### config.mk
export PLATFORM = sky130hd
export DESIGN_NAME = adcrd_top
export DESIGN_NICKNAME = d
export VERILOG_FILES = /design/src/adcrd_pkg.sv /design/src/adcrd_sync_if.sv /design/src/adcrd_sync.sv /design/src/adcrd_top.sv
export SDC_FILE = /design/constraint.sdc
export NUM_CORES = 1
export LEC_CHECK = 0
export ABC_CLOCK_PERIOD_IN_PS = 6000
export CAP_MARGIN = 20
export CORE_UTILIZATION = 45
export CTS_CLUSTER_DIAMETER = 40
export DETAILED_ROUTE_END_ITERATION = 7
export DONT_BUFFER_PORTS = 1
export HOLD_SLACK_MARGIN = 0.02
export PLACE_DENSITY = 0.57
export SETUP_SLACK_MARGIN = 0.02
export SYNTH_ARGS = -nofsm -noshare
export SYNTH_HDL_FRONTEND = slang
export SYNTH_HIERARCHICAL = 1
export SYNTH_SLANG_ARGS = --single-unit
export TNS_END_PERCENT = 20
### constraint.sdc
create_clock -name sys_clk -period 6 [get_ports sys_clk]
set_clock_uncertainty 0.2 [all_clocks]
set_input_delay 1.5 -clock sys_clk [delete_from_list [all_inputs] [get_ports sys_clk]]
set_output_delay 1.5 -clock sys_clk [all_outputs]
set_load 0.005 [all_outputs]
### src/adcrd_pkg.sv
package adcrd_pkg;
    // ==========================================================
    // timing
    localparam int ADCRD_CLK_HZ = 100_000_000;
    localparam int ADCRD_PUP_NS = 1000;
    localparam int ADCRD_CONV_NS = 2300;
    localparam int ADCRD_PUP_CYC = (ADCRD_PUP_NS * (ADCRD_CLK_HZ / 1_000_000) + 999) / 1000;
    localparam int ADCRD_CONV_CYC = (ADCRD_CONV_NS * (ADCRD_CLK_HZ / 1_000_000) + 999) / 1000;
    localparam int ADCRD_CNT_W = 16;
    // ==========================================================
    // result layout
    localparam int ADCRD_RES_W = 10;
    localparam int ADCRD_BUS_W = 8;
    localparam logic [5:0] ADCRD_LOW_PAD = 6'h00;
    localparam logic [9:0] ADCRD_RES_RST = 10'h000;
    localparam logic [7:0] ADCRD_BUS_RST = 8'h00;
    // ==========================================================
    // converter states
    typedef enum logic [1:0] {
        ADCRD_DOWN = 2'b00,
        ADCRD_PWRUP = 2'b01,
        ADCRD_IDLE = 2'b10,
        ADCRD_CONV = 2'b11
    } adcrd_state_t;
endpackage : adcrd_pkg

### src/adcrd_sync_if.sv
`timescale 1ns/1ns
`default_nettype none
interface adcrd_sync_if;
    logic [2:0] raw;
    logic [2:0] synced;
    modport owner (output raw, input synced);
    modport sync (input raw, output synced);
endinterface : adcrd_sync_if
`default_nettype wire

### src/adcrd_sync.sv
`timescale 1ns/1ns
`default_nettype none
module adcrd_sync #(
    parameter int WIDTH = 3
) (
    input wire logic sys_clk,
    input wire logic arst_n,
    adcrd_sync_if.sync port
);
    // ==========================================================
    // two stages; first stage feeds only the second
    logic [WIDTH-1:0] meta;
    logic [WIDTH-1:0] stable;
    always_ff @(posedge sys_clk or negedge arst_n) begin
        if (!arst_n) begin
            meta <= '0;
            stable <= '0;
        end else begin
            meta <= port.raw;
            stable <= meta;
        end
    end
    assign port.synced = stable;
endmodule : adcrd_sync
`default_nettype wire

### src/adcrd_top.sv
// Operation
// rising start edge fires 1 us pulse; code holds the pulse clear during conversion
// start low at pulse end: convert
// start high at pulse end: wait fall
// gated start is start OR pulse
// busy high during conversion
// conversion end: track, busy low, latch
// start high at busy fall: stay up
// start low at busy fall: power down
// power down wakes on rising edge
// host spaces starts past conversion plus read
// host uses fast mode above 100 kSPS
// drive bus only while cs, rd low; code drives data_oe three clocks behind the pins
// first read high byte, then low bits
// further reads keep alternating bytes
// busy rise resets byte pointer high
// host never reads while busy
// host ends read 100 ns early
// reads work while powered down
// come out of reset powered down
// pulse and conversion timed by counters
`timescale 1ns/1ns
`default_nettype none
module adcrd_top
    import adcrd_pkg::*;
#(
    parameter int PUP_CYC = ADCRD_PUP_CYC,
    parameter int CONV_CYC = ADCRD_CONV_CYC
) (
    input wire logic sys_clk,
    input wire logic arst_n,
    input wire logic convert_start_n,
    input wire logic chip_select_n,
    input wire logic read_n,
    input wire logic [ADCRD_RES_W-1:0] sample_code,
    output logic busy,
    output logic powered_up,
    output logic track_hold,
    output logic [ADCRD_BUS_W-1:0] data_out,
    output logic [ADCRD_BUS_W-1:0] data_oe
);
    // ==========================================================
    // local constants
    localparam int SYNC_W = 3;
    localparam int START_BIT = 2;
    localparam int CS_BIT = 1;
    localparam int RD_BIT = 0;
    // low bits of the result ride at the top of the second byte
    localparam int LOW_W = ADCRD_RES_W - ADCRD_BUS_W;

    // ==========================================================
    // pin synchronisers
    // strobes enter active high so the all-zero reset of the stages reads idle
    adcrd_sync_if sif ();
    assign sif.raw = {convert_start_n, !chip_select_n, !read_n};
    adcrd_sync #(.WIDTH(SYNC_W)) u_sync (
        .sys_clk(sys_clk),
        .arst_n(arst_n),
        .port(sif.sync)
    );
    logic start_s;
    logic cs_s;
    logic rd_s;
    assign start_s = sif.synced[START_BIT];
    assign cs_s = sif.synced[CS_BIT];
    assign rd_s = sif.synced[RD_BIT];

    // ==========================================================
    // state record
    typedef struct packed {
        adcrd_state_t st;
        logic start_d;
        logic rd_act_d;
        logic pulse;
        logic gated_d;
        logic [ADCRD_CNT_W-1:0] cnt;
        logic busy;
        logic pwr;
        logic track_hold;
        logic lsb_next;
        logic [ADCRD_RES_W-1:0] result;
        logic [ADCRD_BUS_W-1:0] dout;
        logic [ADCRD_BUS_W-1:0] doe;
    } adcrd_regs_t;

    localparam adcrd_regs_t REGS_RST = '{
        st: ADCRD_DOWN,
        start_d: 1'b0,
        rd_act_d: 1'b0,
        pulse: 1'b0,
        gated_d: 1'b0,
        cnt: '0,
        busy: 1'b0,
        pwr: 1'b0,
        track_hold: 1'b0,
        lsb_next: 1'b0,
        result: ADCRD_RES_RST,
        dout: ADCRD_BUS_RST,
        doe: ADCRD_BUS_RST
    };

    adcrd_regs_t r;
    adcrd_regs_t next_r;
    logic start_rise;
    logic gated;
    logic gated_fall;
    logic rd_act;
    logic conv_begin;

    // ==========================================================
    // next state
    always_comb begin
        next_r = r;
        start_rise = start_s && !r.start_d;
        gated = start_s || r.pulse;
        gated_fall = r.gated_d && !gated;
        rd_act = cs_s && rd_s;
        conv_begin = 1'b0;
        next_r.start_d = start_s;
        next_r.gated_d = gated;
        next_r.rd_act_d = rd_act;

        // ==========================================================
        // power-up pulse
        // rising edge restarts the power-up pulse, except in conversion where the pulse is held clear
        if (start_rise) begin
            next_r.pulse = 1'b1;
            next_r.cnt = ADCRD_CNT_W'(PUP_CYC - 1);
        end else if (r.pulse) begin
            if (r.cnt == '0) begin
                next_r.pulse = 1'b0;
            end else begin
                next_r.cnt = r.cnt - 1'b1;
            end
        end

        // ==========================================================
        // converter sequencing
        case (r.st)
            ADCRD_DOWN: begin
                // only the core sleeps; the read port keeps serving the last result
                if (start_rise) begin
                    next_r.st = ADCRD_PWRUP;
                end
            end
            ADCRD_PWRUP: begin
                if (gated_fall) begin
                    conv_begin = 1'b1;
                end else if (!r.pulse) begin
                    next_r.st = ADCRD_IDLE;
                end
            end
            ADCRD_IDLE: begin
                if (gated_fall) begin
                    conv_begin = 1'b1;
                end
            end
            ADCRD_CONV: begin
                // pulse cannot run here: start edges in conversion are ignored for timing
                next_r.pulse = 1'b0;
                if (r.cnt == '0) begin
                    next_r.busy = 1'b0;
                    next_r.track_hold = 1'b0;
                    next_r.result = sample_code;
                    if (start_s) begin
                        next_r.st = ADCRD_IDLE;
                    end else begin
                        next_r.st = ADCRD_DOWN;
                    end
                end else begin
                    next_r.cnt = r.cnt - 1'b1;
                end
            end
            default: begin
                next_r.st = ADCRD_DOWN;
            end
        endcase
        // single entry into conversion from either powered state
        if (conv_begin) begin
            next_r.st = ADCRD_CONV;
            next_r.busy = 1'b1;
            next_r.track_hold = 1'b1;
            next_r.lsb_next = 1'b0;
            next_r.cnt = ADCRD_CNT_W'(CONV_CYC - 1);
        end
        next_r.pwr = (next_r.st != ADCRD_DOWN);

        // ==========================================================
        // read port
        // busy rise wins over a read ending in the same cycle
        if (r.rd_act_d && !rd_act && r.st != ADCRD_CONV && !conv_begin) begin
            next_r.lsb_next = !r.lsb_next;
        end
        if (r.lsb_next) begin
            next_r.dout = {r.result[LOW_W-1:0], ADCRD_LOW_PAD};
        end else begin
            next_r.dout = r.result[ADCRD_RES_W-1:LOW_W];
        end
        if (rd_act) begin
            next_r.doe = '1;
        end else begin
            next_r.doe = '0;
        end
    end

    always_ff @(posedge sys_clk or negedge arst_n) begin
        if (!arst_n) begin
            r <= REGS_RST;
        end else begin
            r <= next_r;
        end
    end

    // ==========================================================
    // outputs straight from flops
    assign busy = r.busy;
    assign track_hold = r.track_hold;
    assign powered_up = r.pwr;
    assign data_out = r.dout;
    assign data_oe = r.doe;
endmodule : adcrd_top
`default_nettype wire

==> summary.md <==
| Metric | Value |
|---|---|
| Status | finished clean |
| CTS tree | done |
| Period utilization | 0.457 |
| Synth top area cells | dfrtp_1 (52%), mux2_4 (5.7%), buf_4 (5.4%), nor2_1 (3.2%), xnor2_1 (3.0%) |
| Core area | 5110 sq um |
| P_sw | 315 uW |
| Nature of the critical path endpoint | flip-flop |
| Setup Slack @ Placement | 3.27 ns |
| GRT Total Usage | 0.152 |
| Cts repair resizes | 0 |
| Initial DRT Pass Iterations | 4 |
| Layout cells sized above 1 | 0.140 |
| Grt peak-use layer | met2 |
| Drt initial violations | 87 |
| Flop pwr share | 0.480 |
| I/O Pins | 34 |
| Asr flop ratio synth | 1.00 |
| Critical-path cell list | inv_1 > ha_1 > nor4b_1 > and4_1 > nand2_2 > mux2_4 |
| Mux cell area share after synthesis | 0.0711 |
| Met3 usage | 0.0415 |
| Largest net degree at the start of global routing | 50 |
| Sw Ratio | 0.331 |
| Hpwl dp | 2670 um |
| Area grow syn2layout | 1.05% |
| Die W | 74.6 um |
| Critical path's largest stage delay | 0.68 ns |
| Largest delay share family, worst path | simple AND/OR/NAND/NOR gates |
| CTS Buf Count | 5 |
| Final net count | around 210 |
| Worst path bufs/invs | 1 |
| Simple-gate share of the synthesized area | 0.182 |
| Max-slew headroom | 0.574 |
| Post-synth EDFFs | 0 |
| Post-DRT Antenna Nets | 0 |
| Sequential share of the synthesized area | 0.516 |
| Largest area contributor in the netlist | dfrtp_1 |
| PwrDens | 396 nW/um^2 |
| Crit path to | r[16]$_DFFE_PN0P_ |
| Most common cell in the netlist | dfrtp_1 |
| # fillers | 451 |
| Yosys warning count | 6 |
| Crit path kind | flip-flop to flip-flop |
| Final setup TNS | 0 ns |
| Syn Std Cell Area | between 2000 and 2500 sq um |
| Synth cell count leaders | dfrtp_1 (49), nor2_1 (20), buf_4 (17) |
| DRC Markers | 0 |
| GRT Residual Overflow | 0 |
| Compound-Gate Fraction of Synth Area | 0.0664 |
| Final hold slack | 0.157 ns |
| Yosys top cell area share | 0.516 |
| Setup Buffers After CTS | 0 |
| First-pass GRT wire length | about 6300 um |
| Die area | 5570 sq um |
| Share of power burned in the clock network | 0.253 |
| WL final | 3850 um |
| Clk pin slew, worst setup/hold paths | roughly 0.1 ns |
| Synth unique cells | 46 |
| Worst R2R End | r[16]$_DFFE_PN0P_ |
| Final WS setup | 3.26 ns |
| Via Count | 1383 |
| Top FF cell, synth | dfrtp_1 |
| Unrepaired setup endpoints after global routing | no |
| Setup violations, final | 0 |
| Adder-cell share of the synthesized area | 0.0263 |
| Worst-Skew Late Latency | approximately 0.30 ns |
| Measured slew at the worst slew-check pin | around 0.64 ns |
| Diode count | 0 |
| CTS Buffer Depth | 2 |
| Chip Height | 74.6 um |
| Max Fclk | 365 MHz |
| Routed wire per std cell | roughly 15 um |
| Max FO, Critical Path | 18 |
| Slowest stage cell, crit path | and4_1 |
| Levels on crit path | 6 |
| Vias/cell | 5.26 |
| CTS sink count | 49 |
| Flops & latches, synth | 49 |
| RR Startpoint | r[31]$_DFF_PN0_ |
| Starting density of the core | 0.465 |
| Initial antenna violation count | 0 |
| Startpoint types | flip-flop |
| HP Class | flip-flop to flip-flop |
| Crit path time final | between 2 and 3 ns |
| Worst Path Required | 6.00 ns |
| Avg Cell Area, Syn | approximately 11 sq um |
| Path depth of the worst reg2reg path | 6 |
| Syn Nets | 229 |
| Comb power frac | 0.267 |
| CTS Root Cell | clkbuf_8 |
| Setup crit start | r[31]$_DFF_PN0_ |
| GPL Wtd Cong | roughly 0.85 |
| Cells after Synth | 209 |
| Maxcap violations | 0 |
| Reg2reg setup slack | 3.26 ns |
| Int Pwr | 636 uW |
| Met1 usage | 0.201 |
| Hold_buf cts | 0 |
| H-tree Lvls | 2 |
| Crit path DAT | 2.74 ns |
| Met2 Use GR | 0.239 |
| Largest family of logic cells by synthesized area | simple AND/OR/NAND/NOR gates |
| Pwr Total | 951 uW |
| IR drop worst, VDD | ~0.00019 V |
| XOR/XNOR Fraction of Synth Area | 0.0479 |
| Final hold violation count | 0 |
| PortBufs | 0 |
| Vias in the first global route | between 1000 and 1500 |
| Leakage | 1.06 nW |
| Final max-slew violation count | 0 |
| Site row count | 26 |
-- power by group through the flow --
| stage | registers (mW) | clock network, mW | logic, mW |
|---|---|---|---|
| final | 0.456 | 0.241 | 0.254 |
| after global routing | 0.466 | 0.262 | 0.285 |
| after CTS | 0.456 | 0.251 | 0.253 |
| after detailed placement | 0.462 | 0 | 0.251 |
| after global placement | 0.459 | 0 | 0.244 |
| after floorplan | 0.430 | 0 | 0.253 |
-- cells in the final DEF (no fill, tap or decap), types with 2 or more instances in the layout --
cell type  count
nand2_1        7
dfrtp_1       49
ha_1           5
inv_1          9
xnor2_1        8
xor2_1         5
nor3_1         8
mux2_2         3
a21oi_1        6
a21o_1         2
nor4b_1        3
nand3_1        7
o21ai_0        8
mux2_4         9
nor2_1        20
nor4_1         2
nor2b_1        7
or4_1          3
clkbuf_8       5
-- per-stage QoR --
stage           util  cell area, sq um  std cells
6_report       0.470              2400        263
5_1_grt        0.470              2400        263
4_1_cts        0.470              2400        263
3_5_place_dp   0.447              2280        255
3_3_place_gp   0.447              2280        255
2_1_floorplan      -              2370        209
-- registers in the layout, summed over array words and instances (netlist names) --
register,flops
busy,1
data_oe,1
data_out,8
powered_up,1
r,32
u_sync/meta,3
u_sync/port.synced,3
-- worst min path at each step --
stage                                  start                              end  slack [ns]  cells past startpoint
detailed placement  u_sync/meta[1]$_DFF_PN0_  u_sync/port.synced[1]$_DFF_PN0_        0.14                      0
global route        u_sync/meta[1]$_DFF_PN0_  u_sync/port.synced[1]$_DFF_PN0_        0.18                      0
floorplan           u_sync/meta[0]$_DFF_PN0_  u_sync/port.synced[0]$_DFF_PN0_        0.13                      0
global placement    u_sync/meta[1]$_DFF_PN0_  u_sync/port.synced[1]$_DFF_PN0_        0.13                      0
finish              u_sync/meta[1]$_DFF_PN0_  u_sync/port.synced[1]$_DFF_PN0_        0.16                      0
CTS                 u_sync/meta[1]$_DFF_PN0_  u_sync/port.synced[1]$_DFF_PN0_        0.16                      0
-- metal layers --
layer / vias to the layer above / part of all wire
li1: 663 / -
met1: 676 / 0.46
met2: 37 / 0.47
met3: 7 / 0.045
met4: 0 / 0.015
met5: - / 0
-- cell type report --
cell class / instances / area, sq um / share of cell area
flip-flops and latches: 49 / 1230 / 0.511
clock buffers: 5 / 68.8 / 0.0287
well taps: 70 / 87.6 / 0.0365
inverters: 9 / 33.8 / 0.0141
multi-input cells: 127 / 935 / 0.389
clock inverters: 3 / 48.8 / 0.0203
-- kinds of logic (layout without fill, tap and decap cells) --
kind of cell	count (synthesis)	after routing
adders and majority gates	5	5
xor gates and xnor gates	13	13
buffers and inverters	33	17
DFF	49	49
AOI/OAI and AO/OA	25	25
and+or+nand+nor	72	72
muxes	12	12
Note: power is estimated with default switching activity, not from simulation.
